<file path="src/pulse_timing_consts.svh">
// constants for the clamp and sample pulse timing block
`ifndef PULSE_TIMING_CONSTS_SVH
`define PULSE_TIMING_CONSTS_SVH

// ==========================================================
// register offsets
`define OFS_MAIN_CONFIGURATION   8'h00
`define OFS_HOLD_MODE_CONTROL    8'h06
`define OFS_CLOCK_MONITOR_SELECT 8'h09
`define OFS_CLAMP_START_EDGE     8'h20
`define OFS_CLAMP_END_EDGE       8'h21
`define OFS_SAMPLE_START_EDGE    8'h22
`define OFS_SAMPLE_END_EDGE      8'h23

// ==========================================================
// field positions
`define BIT_CDS_ENABLE   0
`define BIT_HOLD_ENABLE  7
`define MON_SEL_HI       4
`define MON_SEL_LO       3
`define MON_SEL_PULSES   2'h2

// ==========================================================
// reset values: the baseline configuration, hold mode selected
`define RST_MAIN_CONFIGURATION   8'h00
`define RST_HOLD_MODE_CONTROL    8'h80
`define RST_CLOCK_MONITOR_SELECT 8'h00
`define RST_CLAMP_START_EDGE     8'h00
`define RST_CLAMP_END_EDGE       8'h10
`define RST_SAMPLE_START_EDGE    8'h20
`define RST_SAMPLE_END_EDGE      8'h3f

// ==========================================================
// timing
`define PHASE_EDGES        64
`define PHASE_BITS         6
`define CORE_CLK_PERIOD_PS 5000
`define EDGE0_FIXED_LAG_PS 6000
`define EDGE0_FIXED_LAG_CYC \
    ((`EDGE0_FIXED_LAG_PS + `CORE_CLK_PERIOD_PS - 1) / `CORE_CLK_PERIOD_PS)
`define EDGE0_PERIOD_LAG_EDGES 3
`define EDGE0_TOTAL_LAG (`EDGE0_FIXED_LAG_CYC + `EDGE0_PERIOD_LAG_EDGES)
`define MARKER_ODD_TICKS   3
`define MARKER_EVEN_TICKS  1
`define MARKER_HOLD_TICKS  3

`endif

</file>
<file path="src/pulse_timing_pkg.sv">
// types shared by the clamp and sample pulse timing block
package pulse_timing_pkg;

    typedef enum logic [1:0] {
        MODE_HOLD = 2'b00,
        MODE_CDS  = 2'b01,
        MODE_IDLE = 2'b10
    } sampling_mode_t;

    typedef enum logic [1:0] {
        MK_IDLE = 2'b00,
        MK_HIGH = 2'b01
    } marker_state_t;

endpackage : pulse_timing_pkg

</file>
<file path="src/edge_window_pulse.sv">
// one pulse placed on the phase grid by a start and an end edge
`timescale 1ns/1ps
`include "pulse_timing_consts.svh"

module edge_window_pulse (
    input  wire logic                     core_clk,
    input  wire logic                     rst,
    input  wire logic                     enable,
    input  wire logic [`PHASE_BITS-1:0]   phase,
    input  wire logic [`PHASE_BITS-1:0]   start_edge,
    input  wire logic [`PHASE_BITS-1:0]   end_edge,
    output logic                          pulse
);

    // ==========================================================
    // window test
    // equal start and end give no pulse at all
    function automatic logic in_window(
        input logic [`PHASE_BITS-1:0] ph,
        input logic [`PHASE_BITS-1:0] st,
        input logic [`PHASE_BITS-1:0] en
    );
        if (st <= en) begin
            in_window = (ph >= st) && (ph < en);
        end else begin
            in_window = (ph >= st) || (ph < en);
        end
    endfunction : in_window

    always_ff @(posedge core_clk) begin
        if (rst) begin
            pulse <= 1'b0;
        end else begin
            pulse <= enable && in_window(phase, start_edge, end_edge);
        end
    end

endmodule : edge_window_pulse

</file>
<file path="src/sample_clamp_pulse_timing.sv">
// clamp and sample pulse timing, monitor routing and even/odd frame marking
`timescale 1ns/1ps
`include "pulse_timing_consts.svh"

module sample_clamp_pulse_timing (
    input  wire logic        core_clk,
    input  wire logic        rst,
    input  wire logic        pixel_clk_in,
    input  wire logic        serial_transmit_clock,
    input  wire logic        reg_wr_en,
    input  wire logic        reg_rd_en,
    input  wire logic [7:0]  reg_addr,
    input  wire logic [7:0]  reg_wdata,
    output logic      [7:0]  reg_rdata,
    output logic             clamp_pulse,
    output logic             sample_pulse,
    output logic             sample_path_odd,
    output logic             monitor_pin_0,
    output logic             monitor_pin_1,
    output logic             pixel_frame_marker
);

    localparam logic [`PHASE_BITS-1:0] PHASE_LAST     = `PHASE_BITS'(`PHASE_EDGES - 1);
    localparam logic [`PHASE_BITS-1:0] PHASE_AT_RISE  =
        `PHASE_BITS'(`PHASE_EDGES - `EDGE0_TOTAL_LAG);
    localparam logic [1:0]             ODD_TICKS      = 2'(`MARKER_ODD_TICKS);
    localparam logic [1:0]             EVEN_TICKS     = 2'(`MARKER_EVEN_TICKS);
    localparam logic [1:0]             HOLD_TICKS     = 2'(`MARKER_HOLD_TICKS);

    // ==========================================================
    // configuration registers
    // edge registers keep all eight bits for read back; only the low six
    // bits reach the phase grid
    logic [7:0] main_configuration_reg;
    logic [7:0] hold_mode_control_reg;
    logic [7:0] clock_monitor_select_reg;
    logic [7:0] clamp_start_edge_reg;
    logic [7:0] clamp_end_edge_reg;
    logic [7:0] sample_start_edge_reg;
    logic [7:0] sample_end_edge_reg;

    always_ff @(posedge core_clk) begin
        if (rst) begin
            main_configuration_reg   <= `RST_MAIN_CONFIGURATION;
            hold_mode_control_reg    <= `RST_HOLD_MODE_CONTROL;
            clock_monitor_select_reg <= `RST_CLOCK_MONITOR_SELECT;
            clamp_start_edge_reg     <= `RST_CLAMP_START_EDGE;
            clamp_end_edge_reg       <= `RST_CLAMP_END_EDGE;
            sample_start_edge_reg    <= `RST_SAMPLE_START_EDGE;
            sample_end_edge_reg      <= `RST_SAMPLE_END_EDGE;
        end else if (reg_wr_en) begin
            case (reg_addr)
                `OFS_MAIN_CONFIGURATION: begin
                    main_configuration_reg <= reg_wdata;
                end
                `OFS_HOLD_MODE_CONTROL: begin
                    hold_mode_control_reg <= reg_wdata;
                end
                `OFS_CLOCK_MONITOR_SELECT: begin
                    clock_monitor_select_reg <= reg_wdata;
                end
                `OFS_CLAMP_START_EDGE: begin
                    clamp_start_edge_reg <= reg_wdata;
                end
                `OFS_CLAMP_END_EDGE: begin
                    clamp_end_edge_reg <= reg_wdata;
                end
                `OFS_SAMPLE_START_EDGE: begin
                    sample_start_edge_reg <= reg_wdata;
                end
                `OFS_SAMPLE_END_EDGE: begin
                    sample_end_edge_reg <= reg_wdata;
                end
                default: begin
                end
            endcase
        end
    end

    // read data lands one cycle after the strobe; unmapped offsets read zero
    always_ff @(posedge core_clk) begin
        if (rst) begin
            reg_rdata <= 8'h00;
        end else if (reg_rd_en) begin
            case (reg_addr)
                `OFS_MAIN_CONFIGURATION:   reg_rdata <= main_configuration_reg;
                `OFS_HOLD_MODE_CONTROL:    reg_rdata <= hold_mode_control_reg;
                `OFS_CLOCK_MONITOR_SELECT: reg_rdata <= clock_monitor_select_reg;
                `OFS_CLAMP_START_EDGE:     reg_rdata <= clamp_start_edge_reg;
                `OFS_CLAMP_END_EDGE:       reg_rdata <= clamp_end_edge_reg;
                `OFS_SAMPLE_START_EDGE:    reg_rdata <= sample_start_edge_reg;
                `OFS_SAMPLE_END_EDGE:      reg_rdata <= sample_end_edge_reg;
                default:                   reg_rdata <= 8'h00;
            endcase
        end
    end

    // ==========================================================
    // mode decode
    // hold wins when both bits are set, so cds is entered only once
    // hold has been cleared as well
    // with neither bit set both generators stop and no marker is sent
    pulse_timing_pkg::sampling_mode_t mode;

    always_comb begin
        if (hold_mode_control_reg[`BIT_HOLD_ENABLE]) begin
            mode = pulse_timing_pkg::MODE_HOLD;
        end else if (main_configuration_reg[`BIT_CDS_ENABLE]) begin
            mode = pulse_timing_pkg::MODE_CDS;
        end else begin
            mode = pulse_timing_pkg::MODE_IDLE;
        end
    end

    logic hold_active;
    logic cds_active;
    assign hold_active = (mode == pulse_timing_pkg::MODE_HOLD);
    assign cds_active  = (mode == pulse_timing_pkg::MODE_CDS);

    // ==========================================================
    // phase grid
    // the core clock steps one phase edge; a pixel clock rise realigns the
    // counter so that edge zero falls the fixed lag plus three edges later
    // a pixel period other than 64 core cycles makes the grid jump at each
    // realign, so edges near the end of the period are lost or doubled
    logic                    pixel_clk_prev_reg;
    logic [`PHASE_BITS-1:0]  phase_reg;

    always_ff @(posedge core_clk) begin
        if (rst) begin
            pixel_clk_prev_reg <= 1'b0;
        end else begin
            pixel_clk_prev_reg <= pixel_clk_in;
        end
    end

    always_ff @(posedge core_clk) begin
        if (rst) begin
            phase_reg <= PHASE_LAST;
        end else if (pixel_clk_in && !pixel_clk_prev_reg) begin
            phase_reg <= PHASE_AT_RISE;
        end else begin
            phase_reg <= phase_reg + `PHASE_BITS'(1);
        end
    end

    // ==========================================================
    // pulse placement
    // one pair of generators serves both paths, so even and odd pulses
    // sit on the same edges by construction
    logic clamp_raw;
    logic sample_raw;

    edge_window_pulse clamp_gen (
        .core_clk   (core_clk),
        .rst        (rst),
        .enable     (cds_active),
        .phase      (phase_reg),
        .start_edge (clamp_start_edge_reg[`PHASE_BITS-1:0]),
        .end_edge   (clamp_end_edge_reg[`PHASE_BITS-1:0]),
        .pulse      (clamp_raw)
    );

    edge_window_pulse sample_gen (
        .core_clk   (core_clk),
        .rst        (rst),
        .enable     (hold_active || cds_active),
        .phase      (phase_reg),
        .start_edge (sample_start_edge_reg[`PHASE_BITS-1:0]),
        .end_edge   (sample_end_edge_reg[`PHASE_BITS-1:0]),
        .pulse      (sample_raw)
    );

    always_ff @(posedge core_clk) begin
        if (rst) begin
            clamp_pulse  <= 1'b0;
            sample_pulse <= 1'b0;
        end else begin
            clamp_pulse  <= clamp_raw;
            sample_pulse <= sample_raw;
        end
    end

    // ==========================================================
    // even/odd path
    // a pixel ends when its sample pulse falls; the sample may sit in the
    // period after its clamp and still belongs to the same pixel
    logic sample_done;
    assign sample_done = sample_pulse && !sample_raw;

    always_ff @(posedge core_clk) begin
        if (rst) begin
            sample_path_odd <= 1'b0;
        end else if (!cds_active) begin
            sample_path_odd <= 1'b0;
        end else if (sample_done) begin
            sample_path_odd <= !sample_path_odd;
        end
    end

    // ==========================================================
    // monitor pins
    // in cds only the odd path is shown, so the scope sees every other pixel
    logic show_pulses;
    assign show_pulses =
        (clock_monitor_select_reg[`MON_SEL_HI:`MON_SEL_LO] == `MON_SEL_PULSES);

    always_ff @(posedge core_clk) begin
        if (rst) begin
            monitor_pin_0 <= 1'b0;
            monitor_pin_1 <= 1'b0;
        end else if (show_pulses && (!cds_active || sample_path_odd)) begin
            monitor_pin_0 <= clamp_raw;
            monitor_pin_1 <= sample_raw;
        end else begin
            monitor_pin_0 <= 1'b0;
            monitor_pin_1 <= 1'b0;
        end
    end

    // ==========================================================
    // frame marker
    // counts rising edges of the transmit clock; a new pixel that arrives
    // while a marker runs restarts it, trading the tail for no lost pixel
    pulse_timing_pkg::marker_state_t marker_state_reg;
    logic [1:0]                      marker_left_reg;
    logic                            tx_prev_reg;
    logic                            tx_rise;
    logic [1:0]                      marker_len;

    assign tx_rise = serial_transmit_clock && !tx_prev_reg;

    always_comb begin
        if (!cds_active) begin
            marker_len = HOLD_TICKS;
        end else if (sample_path_odd) begin
            marker_len = ODD_TICKS;
        end else begin
            marker_len = EVEN_TICKS;
        end
    end

    always_ff @(posedge core_clk) begin
        if (rst) begin
            tx_prev_reg <= 1'b0;
        end else begin
            tx_prev_reg <= serial_transmit_clock;
        end
    end

    always_ff @(posedge core_clk) begin
        if (rst) begin
            marker_state_reg   <= pulse_timing_pkg::MK_IDLE;
            marker_left_reg    <= 2'h0;
            pixel_frame_marker <= 1'b0;
        end else if (sample_done) begin
            marker_state_reg   <= pulse_timing_pkg::MK_HIGH;
            marker_left_reg    <= marker_len;
            pixel_frame_marker <= 1'b1;
        end else begin
            case (marker_state_reg)
                pulse_timing_pkg::MK_IDLE: begin
                    pixel_frame_marker <= 1'b0;
                end
                pulse_timing_pkg::MK_HIGH: begin
                    if (tx_rise) begin
                        if (marker_left_reg == 2'h1) begin
                            marker_state_reg   <= pulse_timing_pkg::MK_IDLE;
                            marker_left_reg    <= 2'h0;
                            pixel_frame_marker <= 1'b0;
                        end else begin
                            marker_left_reg <= marker_left_reg - 2'h1;
                        end
                    end
                end
                default: begin
                    marker_state_reg   <= pulse_timing_pkg::MK_IDLE;
                    marker_left_reg    <= 2'h0;
                    pixel_frame_marker <= 1'b0;
                end
            endcase
        end
    end

endmodule : sample_clamp_pulse_timing
</file>
<file path="config.mk">
export PLATFORM = sky130hd
export DESIGN_NAME = sample_clamp_pulse_timing
export DESIGN_NICKNAME = d
export VERILOG_FILES = /design/src/pulse_timing_pkg.sv /design/src/edge_window_pulse.sv /design/src/sample_clamp_pulse_timing.sv
export VERILOG_INCLUDE_DIRS = /design/src /design/src/src
export SDC_FILE = /design/constraint.sdc
export NUM_CORES = 1
export LEC_CHECK = 0
export ABC_AREA = 1
export BUFFER_PORTS_ARGS = -buffer_cell sky130_fd_sc_hd__buf_2
export CAP_MARGIN = 20
export CORE_MARGIN = 2
export CORE_UTILIZATION = 41
export CTS_BUF_LIST = sky130_fd_sc_hd__clkbuf_4 sky130_fd_sc_hd__clkbuf_8
export DETAILED_ROUTE_END_ITERATION = 7
export PLACE_DENSITY = 0.65
export SLEW_MARGIN = 20
export SYNTH_ARGS = -nofsm -noshare
export SYNTH_HDL_FRONTEND = slang
export SYNTH_SLANG_ARGS = --single-unit
</file>
<file path="constraint.sdc">
create_clock -name core_clk -period 1.49 [get_ports core_clk]
set_clock_uncertainty 0.15 [all_clocks]
set_input_delay 0.2235 -clock core_clk [delete_from_list [all_inputs] [get_ports core_clk]]
set_output_delay 0.2235 -clock core_clk [all_outputs]
set_load 0.005 [all_outputs]
</file>
Word-level counts from Yosys, hierarchy flattened

Index checks and enable logic that the tools add are counted.
Widths: inputs -> output; s select.

Bits in registers: 84
Bits of input ports: 22
Logic and storage cells: 106

Add/subtract/negate cells: 2
Magnitude comparators: 6
Equal/unequal tests: 15
Multiplexer cells: 22
Bitwise gates (word level): 3
Reduce and logical (&&, ||, !) cells: 35

Operators by type and width:

| cell                | count |
|---|---|
| $pmux 8 s7          | 1 |
| $eq 8x6->1 const B  | 4 |
| $mux 2              | 9 |
| $reduce_and 2->1    | 9 |
| $ge 6x6->1          | 2 |
| $le 6x6->1          | 2 |
| $lt 6x6->1          | 2 |
| $mux 1              | 9 |
| $eq 8x3->1 const B  | 1 |
| $eq 8x4->1 const B  | 1 |
| $logic_and 1x1->1   | 8 |
| $logic_not 8->1     | 1 |
| $pmux 2 s2          | 2 |
| $reduce_or 2->1     | 4 |
| $add 6x1->6 const B | 1 |
| $eq 2x1->1 const B  | 3 |
| $ne 2x2->1 const B  | 3 |
| $ne 3x3->1 const B  | 2 |
| $reduce_and 3->1    | 2 |
| $logic_not 1->1     | 5 |
| $logic_not 2->1     | 2 |
| $logic_or 1x1->1    | 4 |
| $mux 3              | 1 |
| $not 1->1           | 3 |
| 2 further kinds     | 2 |

Longest topological paths before layout

Gate-level depths: netlist (run 1).

Word-level depth: 8
Mapped depth: 10
Depth with buffers taken out: 10

Modules after synthesis

From an unflattened synthesis (run 1), not the netlist that was laid out.

Cell total of the unflattened synthesis: 632
Area, all modules: 4556.9 sq um

Modules (own cells, without submodules):

| module                    | times used | cells each | area each (sq um) | sequential area each (sq um) |
|---|---|---|---|---|
| sample_clamp_pulse_timing | 1          | 462        | 3558.4            | 1621.6 |
| edge_window_pulse         | 2          | 85         | 499.2             | 20.0 |

Worst setup path after synthesis (run 1)

No wires, ideal clock.

Path type: reg2reg
From: register phase_reg[3]
To: register sample_gen.pulse
Arrival time: 1265 ps
Setup slack: -42 ps
Stages on the path, launching flop included: 10
Buffers on the path: 0
Path through: dfxtp_1 -> ha_1 -> nand2_1 -> inv_1 -> o21ai_0 -> nand2_1 -> nor2_1 -> nor2_1 -> a21oi_1 -> nor2_1

Word-level cells in the longest chain between the ends: 5
Elaborated cells on any way between the ends: 7

Ends and longest elaborated chain:

| item                                                  | RTL line                                         | source |
|---|---|---|
| start, declared                                       | sample_clamp_pulse_timing.sv:127                 | `` logic [`PHASE_BITS-1:0] phase_reg; `` |
| start signal, assigned                                | sample_clamp_pulse_timing.sv:143                 | `` phase_reg <= phase_reg + `PHASE_BITS'(1); `` |
| $ge 6x6->1 or $lt 6x6->1 (tied branches)              | edge_window_pulse.sv:24, edge_window_pulse.sv:26 |  |
| $logic_or 1x1->1 or $logic_and 1x1->1 (tied branches) | edge_window_pulse.sv:26, edge_window_pulse.sv:24 |  |
| $mux 1 *                                              | edge_window_pulse.sv:23                          | `if (st <= en) begin` |
| $mux 1 *                                              | edge_window_pulse.sv:31                          | `if (rst) begin` |
| $logic_and 1x1->1 *                                   | edge_window_pulse.sv:34                          | `pulse <= enable && in_window(phase, start_edge, end_edge);` |
| end signal, assigned                                  | edge_window_pulse.sv:34                          |  |
| end, declared                                         | edge_window_pulse.sv:12                          | `output logic pulse` |

Every way passes the cells marked *; elsewhere a longest branch is shown, timed or not. The select of a mux whose other input is x is not followed.
A chain may end at the register's enable or synchronous reset.

Worst setup path in the final report (run 1)

From: register sample_start_edge_reg[5]
To: register sample_gen.pulse

Word-level cells in the longest chain between the ends: 5
Elaborated cells on any way between the ends: 7

Ends and longest elaborated chain:

| item                                                  | RTL line                                         | source |
|---|---|---|
| start, declared                                       | sample_clamp_pulse_timing.sv:39                  | `logic [7:0] sample_start_edge_reg;` |
| start signal, assigned                                | sample_clamp_pulse_timing.sv:49                  | `` sample_start_edge_reg <= `RST_SAMPLE_START_EDGE; `` |
| start signal, assigned                                | sample_clamp_pulse_timing.sv:69                  | `sample_start_edge_reg <= reg_wdata;` |
| $ge 6x6->1                                            | edge_window_pulse.sv:24, edge_window_pulse.sv:26 |  |
| $logic_or 1x1->1 or $logic_and 1x1->1 (tied branches) | edge_window_pulse.sv:26, edge_window_pulse.sv:24 |  |
| $mux 1 *                                              | edge_window_pulse.sv:23                          |  |
| $mux 1 *                                              | edge_window_pulse.sv:31                          |  |
| $logic_and 1x1->1 *                                   | edge_window_pulse.sv:34                          |  |

Marked as above.

==> run metrics, run 1 <==
Final Max Tran Viols 0; hpwl dp 8750 µm; Synth Instances approximately 590; RSZ-0062 raised after global routing yes; clk sinks 83; Remaining Overflow, GRT 0; H-tree Lvls 3; max cap viols 0; worst skew pair latency around 0.35 ns; crit-path leading delay family compound AO/OA/AOI/OAI gates; footprint of the multi-input gates approximately 2500 µm²; Netlist cell types 34; # diodes 0; Initial Utilization 42.3%; FMAX 620 MHz; Slowest-stage cell, CP dfxtp_2; WP data arrival roughly 1.7 ns; TritonCTS clock tree yes; first-pass GRT wire length ~19000 µm; failing checks setup timing; max incr delay on CP about 0.33 ns; Fin Hold WS approximately 0.048 ns; # DRC 0; Worst Max-Slew Pin Slew just over 0.3 ns; Final GP Congestion between 0.9 and 1; Fillers 973; Slew HR between 70% and 80%; area grow syn2layout 24.3%; Crit. End Element register; flops & latches, synth between 80 and 90; ANT nets after route 0; I/O Buffers 35; initial antenna violation count 0; Wirelength per Cell approximately 14 µm; root buffer cell clkbuf_8; die width 107 µm; CP Cell Sequence buf_4, ha_1, a21oi_1, o211ai_1, a21oi_2, nor2_1; Worst Path Max Fanout 2; PwrDens roughly 800 nW/µm²; HP Class input pin to register; Post-Route Setup TNS -0.179 ns; WS Path Type register to register; # IOs 36; Primary FF master, synth dfxtp_1; initial drt markers a little under 300; Total Routed Length about 12000 µm; setup violators final 2; Total Power 4.38 mW; Num CTS Buffers 9; critical path launch point type register; EDFF count, synth 0; vias per cell 5.07; deepest clock path buffer count 2; overall global routing resource usage approximately a fifth; Clk pin slew, worst setup/hold paths about 0.080 ns; mapped cell area ~4400 µm²; register area share after synthesis a little under two fifths; FFs w/ async S/R, synth 0%; critical path required time roughly 1.6 ns; Die Footprint ~12000 µm²; fin crit share 108%; fin crit period about 1.6 ns; chip height around 110 µm; most common cell after layout, fill and taps aside nand2_1; status complete, but fails checks; vias in the first global route between 3000 and 4000; Synth warnings 0; DR vias 4098; row count 37; P_leak 2.48 nW; mean area per synthesized cell between 7 and 8 µm²; post-layout util 52.6%; syn_nets 652; Peak VDD IR approximately 0.00043 V; Final WS setup -0.123 ns; share of layout cells above drive strength 1 a little over a quarter; Core Region 10400 µm²; largest net degree at the start of global routing 33; final hold violations 0; Bufs and invs on worst path 1; most frequent cells in the layout nand2_1, a21oi_1, inv_1, dfxtp_1; Final #Nets approximately 730; register area around 1700 µm²; DRT Pass-1 Iters 4
-- Yosys cell counts, types with 2 or more instances --
| master | number | area share (%) |
|---|---|---|
| nand3_4 | 2 | 0.80 |
| a21oi_2 | 2 | 0.40 |
| ha_1 | 36 | 10 |
| nor2_4 | 7 | 1.8 |
| buf_6 | 2 | 0.51 |
| dfxtp_1 | 83 | 38 |
| inv_2 | 5 | 0.43 |
| and3_1 | 2 | 0.29 |
| nand3_1 | 52 | 5.9 |
| buf_2 | 4 | 0.46 |
| inv_1 | 75 | 6.4 |
| o21a_1 | 3 | 0.51 |
| a21oi_1 | 80 | 9.1 |
| clkbuf_1 | 7 | 0.60 |
| or2_2 | 2 | 0.29 |
| a21boi_0 | 2 | 0.34 |
| buf_4 | 6 | 1.0 |
| o211ai_1 | 5 | 0.86 |
| nor2_1 | 48 | 4.1 |
| nand2_2 | 7 | 1.0 |
| o21ai_0 | 58 | 6.6 |
| nand2_1 | 86 | 7.4 |
| o21ai_1 | 9 | 1.0 |
-- final cells by class --
type / count / area share (%)
Clock inverter: 3 / 0.735
Tap cell: 136 / 3.12
Multi-Input combinational cell: 411 / 45.7
Sequential cell: 83 / 31.0
Inverter: 81 / 5.67
Clock buffer: 11 / 2.66
Timing Repair Buffer: 84 / 11.0
-- kinds of logic after synthesis --
logic type | Yosys count | share of synthesized area [%]
XOR/XNOR | 1 | 0.200
flip-flops | 83 | 37.9
buffers and inverters | 100 | 9.59
adder cells (fa/ha/maj) | 36 | 10.3
AND/OR/NAND/NOR | 213 | 22.8
AO/OA/AOI/OAI | 161 | 19.3
-- per-layer routing --
layer | track usage, % | share of wire, % | routed length, µm | vias to the layer above
met5 | 0 | 0 | 0 | -
met4 | 7.69 | 2.1 | 250 | 0
met3 | 3.33 | 4.6 | 534 | 22
met2 | 35.1 | 47 | 5520 | 100
met1 | 27.0 | 46 | 5400 | 1854
li1 | - | - | - | 2122
-- worst paths after layout --
kind	from	to	slack [ns]	cells past startpoint
max	sample_start_edge_reg[5]$_SDFFE_PP1P_	sample_gen.pulse$_SDFF_PP0_	-0.12	6
min reg2reg	clock_monitor_select_reg[2]$_SDFFE_PP0P_	clock_monitor_select_reg[2]$_SDFFE_PP0P_	0.30	2
max reg2reg	sample_start_edge_reg[5]$_SDFFE_PP1P_	sample_gen.pulse$_SDFF_PP0_	-0.12	6
min	reg_rd_en	reg_rdata[2]$_SDFFE_PP0P_	0.05	3
-- worst reg2reg max path: stages, from the launching register on --
cell	delay [ns]
dfxtp_2	0.33
buf_4	0.13
ha_1	0.30
a21oi_1	0.20
o211ai_1	0.16
a21oi_2	0.16
nor2_1	0.06
-- report_power, final --
group          leakage [nW]  internal (mW)  switching, mW  total, mW
Clock                0.0985          0.816          0.754       1.57
Combinational          1.71          0.210          0.298      0.508
Sequential            0.673           2.26         0.0448       2.30
-- repair_timing --
action	CTS	global route
buffers inserted	0	1
endpoints found under the hold margin	2	0
hold buffers	2	0
endpoints found under the setup margin	2	2
resized for setup	27	34
pin swaps	8	15
-- per-stage QoR --
stage / cell area, µm² / worst slack, ns / std cells
after floorplan: 4390 / -0.00469 / 594
after global placement: 5010 / -0.150 / 792
after detailed placement: 5010 / -0.184 / 792
after CTS: 5310 / -0.0564 / 808
after global routing: 5450 / -0.170 / 809
final: 5450 / -0.123 / 809
Power figures use the tool's default switching activity.
==> inputs of run 2 (changes only) <==
--- a/config.mk
+++ b/config.mk
@@ -9,6 +9,7 @@
 export ABC_AREA = 1
 export BUFFER_PORTS_ARGS = -buffer_cell sky130_fd_sc_hd__buf_2
 export CAP_MARGIN = 20
+export CORE_ASPECT_RATIO = 0.75
 export CORE_MARGIN = 2
 export CORE_UTILIZATION = 41
 export CTS_BUF_LIST = sky130_fd_sc_hd__clkbuf_4 sky130_fd_sc_hd__clkbuf_8
==> run metrics, run 2 (synthesized netlist as in run 1, its figures left out) <==
design area 5620 µm²; first-pass GRT wire length approximately 20000 µm; Peak VDD IR 0.000594 V; fin crit period approximately 1.5 ns; Initial Utilization between 40 and 50%; crit path from phase_reg[3]$_SDFF_PP1_; Worst Max-Slew Pin Slew 0.287 ns; setup violators final 2; HP Class input pin to register; most used cell, CP nor2_1; row count 32; final hold violations 0; DRT Pass-1 Iters 5; failing checks setup timing; Final WS setup -0.0564 ns; Wirelength per Cell ~15 µm; CP Cell Sequence buf_12, ha_4, nand2_1, nor2_1, o21ai_1, o211ai_1, nor2_1, nor2_1, nor2_1; Num CTS Buffers 9; Total Routed Length approximately 13000 µm; worst setup slack after placement -0.118 ns; RSZ-0062 raised after global routing yes; P_leak between 2 and 3 nW; Bufs and invs on worst path 1; crit-path leading delay family flip-flops; Post-Place Cell Area around 5000 µm²; Worst Path Max Fanout 4; FMAX around 650 MHz; die width ~120 µm; deepest clock path buffer count 2; max cap viols 0; Total Power roughly 4.6 mW; I/O Buffers 35; chip height 93.6 µm; worst skew pair latency about 0.37 ns; # IOs 36; # diodes 0; clk sinks 83; share of layout cells above drive strength 1 28.7%; vias in the first global route between 4000 and 5000; Critical R2R Launch phase_reg[3]$_SDFF_PP1_; # DRC 0; Final Max Tran Viols 0; Clk pin slew, worst setup/hold paths roughly 0.09 ns; CP Capture Point clamp_gen.pulse$_SDFF_PP0_; Post-Route Setup TNS -0.0955 ns; WP data arrival 1.67 ns; post-layout util a little over half; Worst Reg-to-Reg Cells 9; fin crit share 104%; ANT nets after route 0; root buffer cell clkbuf_8; max incr delay on CP ~0.38 ns; most common cell after layout, fill and taps aside nand2_1; H-tree Lvls 3; Slowest-stage cell, CP dfxtp_4; most frequent cells in the layout nand2_1, a21oi_1, inv_1, dfxtp_1, buf_4; Final GP Congestion around 0.95; Remaining Overflow, GRT 0; area grow syn2layout 28.1%; r2r endpoint clamp_gen.pulse$_SDFF_PP0_; initial drt markers between 300 and 400; Die Footprint 11500 µm²; critical path launch point type register; initial antenna violation count 0; hpwl dp between 9000 and 10000 µm; Final #Nets about 740; WS Path Type register to register; overall global routing resource usage a little under a quarter; largest net degree at the start of global routing between 40 and 50; Slew HR slightly above 80%; PwrDens 816 nW/µm²; DR vias roughly 4200; Crit. End Element register; TritonCTS clock tree yes; vias per cell just over 5; status complete, but fails checks; r2r setup slk -0.06 ns; WP depth 9; critical path required time approximately 1.6 ns; Core Region between 10000 and 15000 µm²
[run 2: changes by cell type in the layout (fill, tap and decap cells not counted), sizes merged]
| cell | before | now |
|---|---|---|
| buf | 82 | 97 |
| clkinvlp | 0 | 3 |
| clkinv | 2 | 0 |
| inv | 81 | 82 |
[run 2: area by class of cell]
cell class / count / area (µm²)
Fill cell: 1015 / 4710
Multi-Input combinational cell: 411 / 2500
Sequential cell: 83 / 1690
Timing Repair Buffer: 99 / 747
Inverter: 81 / 307
Tap cell: 136 / 170
Clock buffer: 11 / 145
Clock inverter: 5 / 61.3
[run 2: per-layer routing]
metal  wire length, µm  vias to the layer above  GRT usage (%)
li1                  -                     2153              -
met1              6040                     1950           32.5
met2              5530                      119           35.1
met3               722                       22           4.70
met4               230                        0           5.68
met5                 0                        -              0
[run 2: how the worst min path moves through the flow]
| stage | startpoint | to | slack (ns) | cells past startpoint |
|---|---|---|---|---|
| 2_1_floorplan | rst | marker_state_reg[0]$_SDFFE_PP0P_ | 0.15 | 1 |
| 3_3_place_gp | hold_mode_control_reg[3]$_SDFFE_PP0P_ | hold_mode_control_reg[3]$_SDFFE_PP0P_ | 0.28 | 2 |
| 3_5_place_dp | clock_monitor_select_reg[5]$_SDFFE_PP0P_ | clock_monitor_select_reg[5]$_SDFFE_PP0P_ | 0.29 | 2 |
| 4_1_cts | reg_wdata[6] | hold_mode_control_reg[6]$_SDFFE_PP0P_ | 0.006 | 3 |
| 5_1_grt | reg_wdata[6] | hold_mode_control_reg[6]$_SDFFE_PP0P_ | 0.01 | 3 |
| 6_report | reg_wdata[6] | hold_mode_control_reg[6]$_SDFFE_PP0P_ | 0.02 | 3 |
[run 2: tightest hold or removal path: cells and delay by family]
kind	cells	cell delay (ns)
AO/OA/AOI/OAI	2	0.17
buffers and inverters	1	0.10
[run 2: timing repair]
item / in CTS / in global routing
hold buffers: 2 / 0
buffers inserted: 0 / 1
setup endpoints to repair: 2 / 2
gates cloned: 0 / 0
pin swaps: 13 / 18
endpoints found under the hold margin: 2 / 0
resized for setup: 31 / 35
[run 2: power by group]
group / internal, mW / switching, mW
Sequential: 2.26 / 0.0395
Combinational: 0.250 / 0.320
Clock: 0.845 / 0.875
Total: 3.35 / 1.23
[run 2: stage by stage]
stage	hold WS, ns	cells
after global routing	0.0117	826
after global placement	0.285	807
final	0.0163	826
after detailed placement	0.293	807
after CTS	0.00578	825
after floorplan	0.155	594
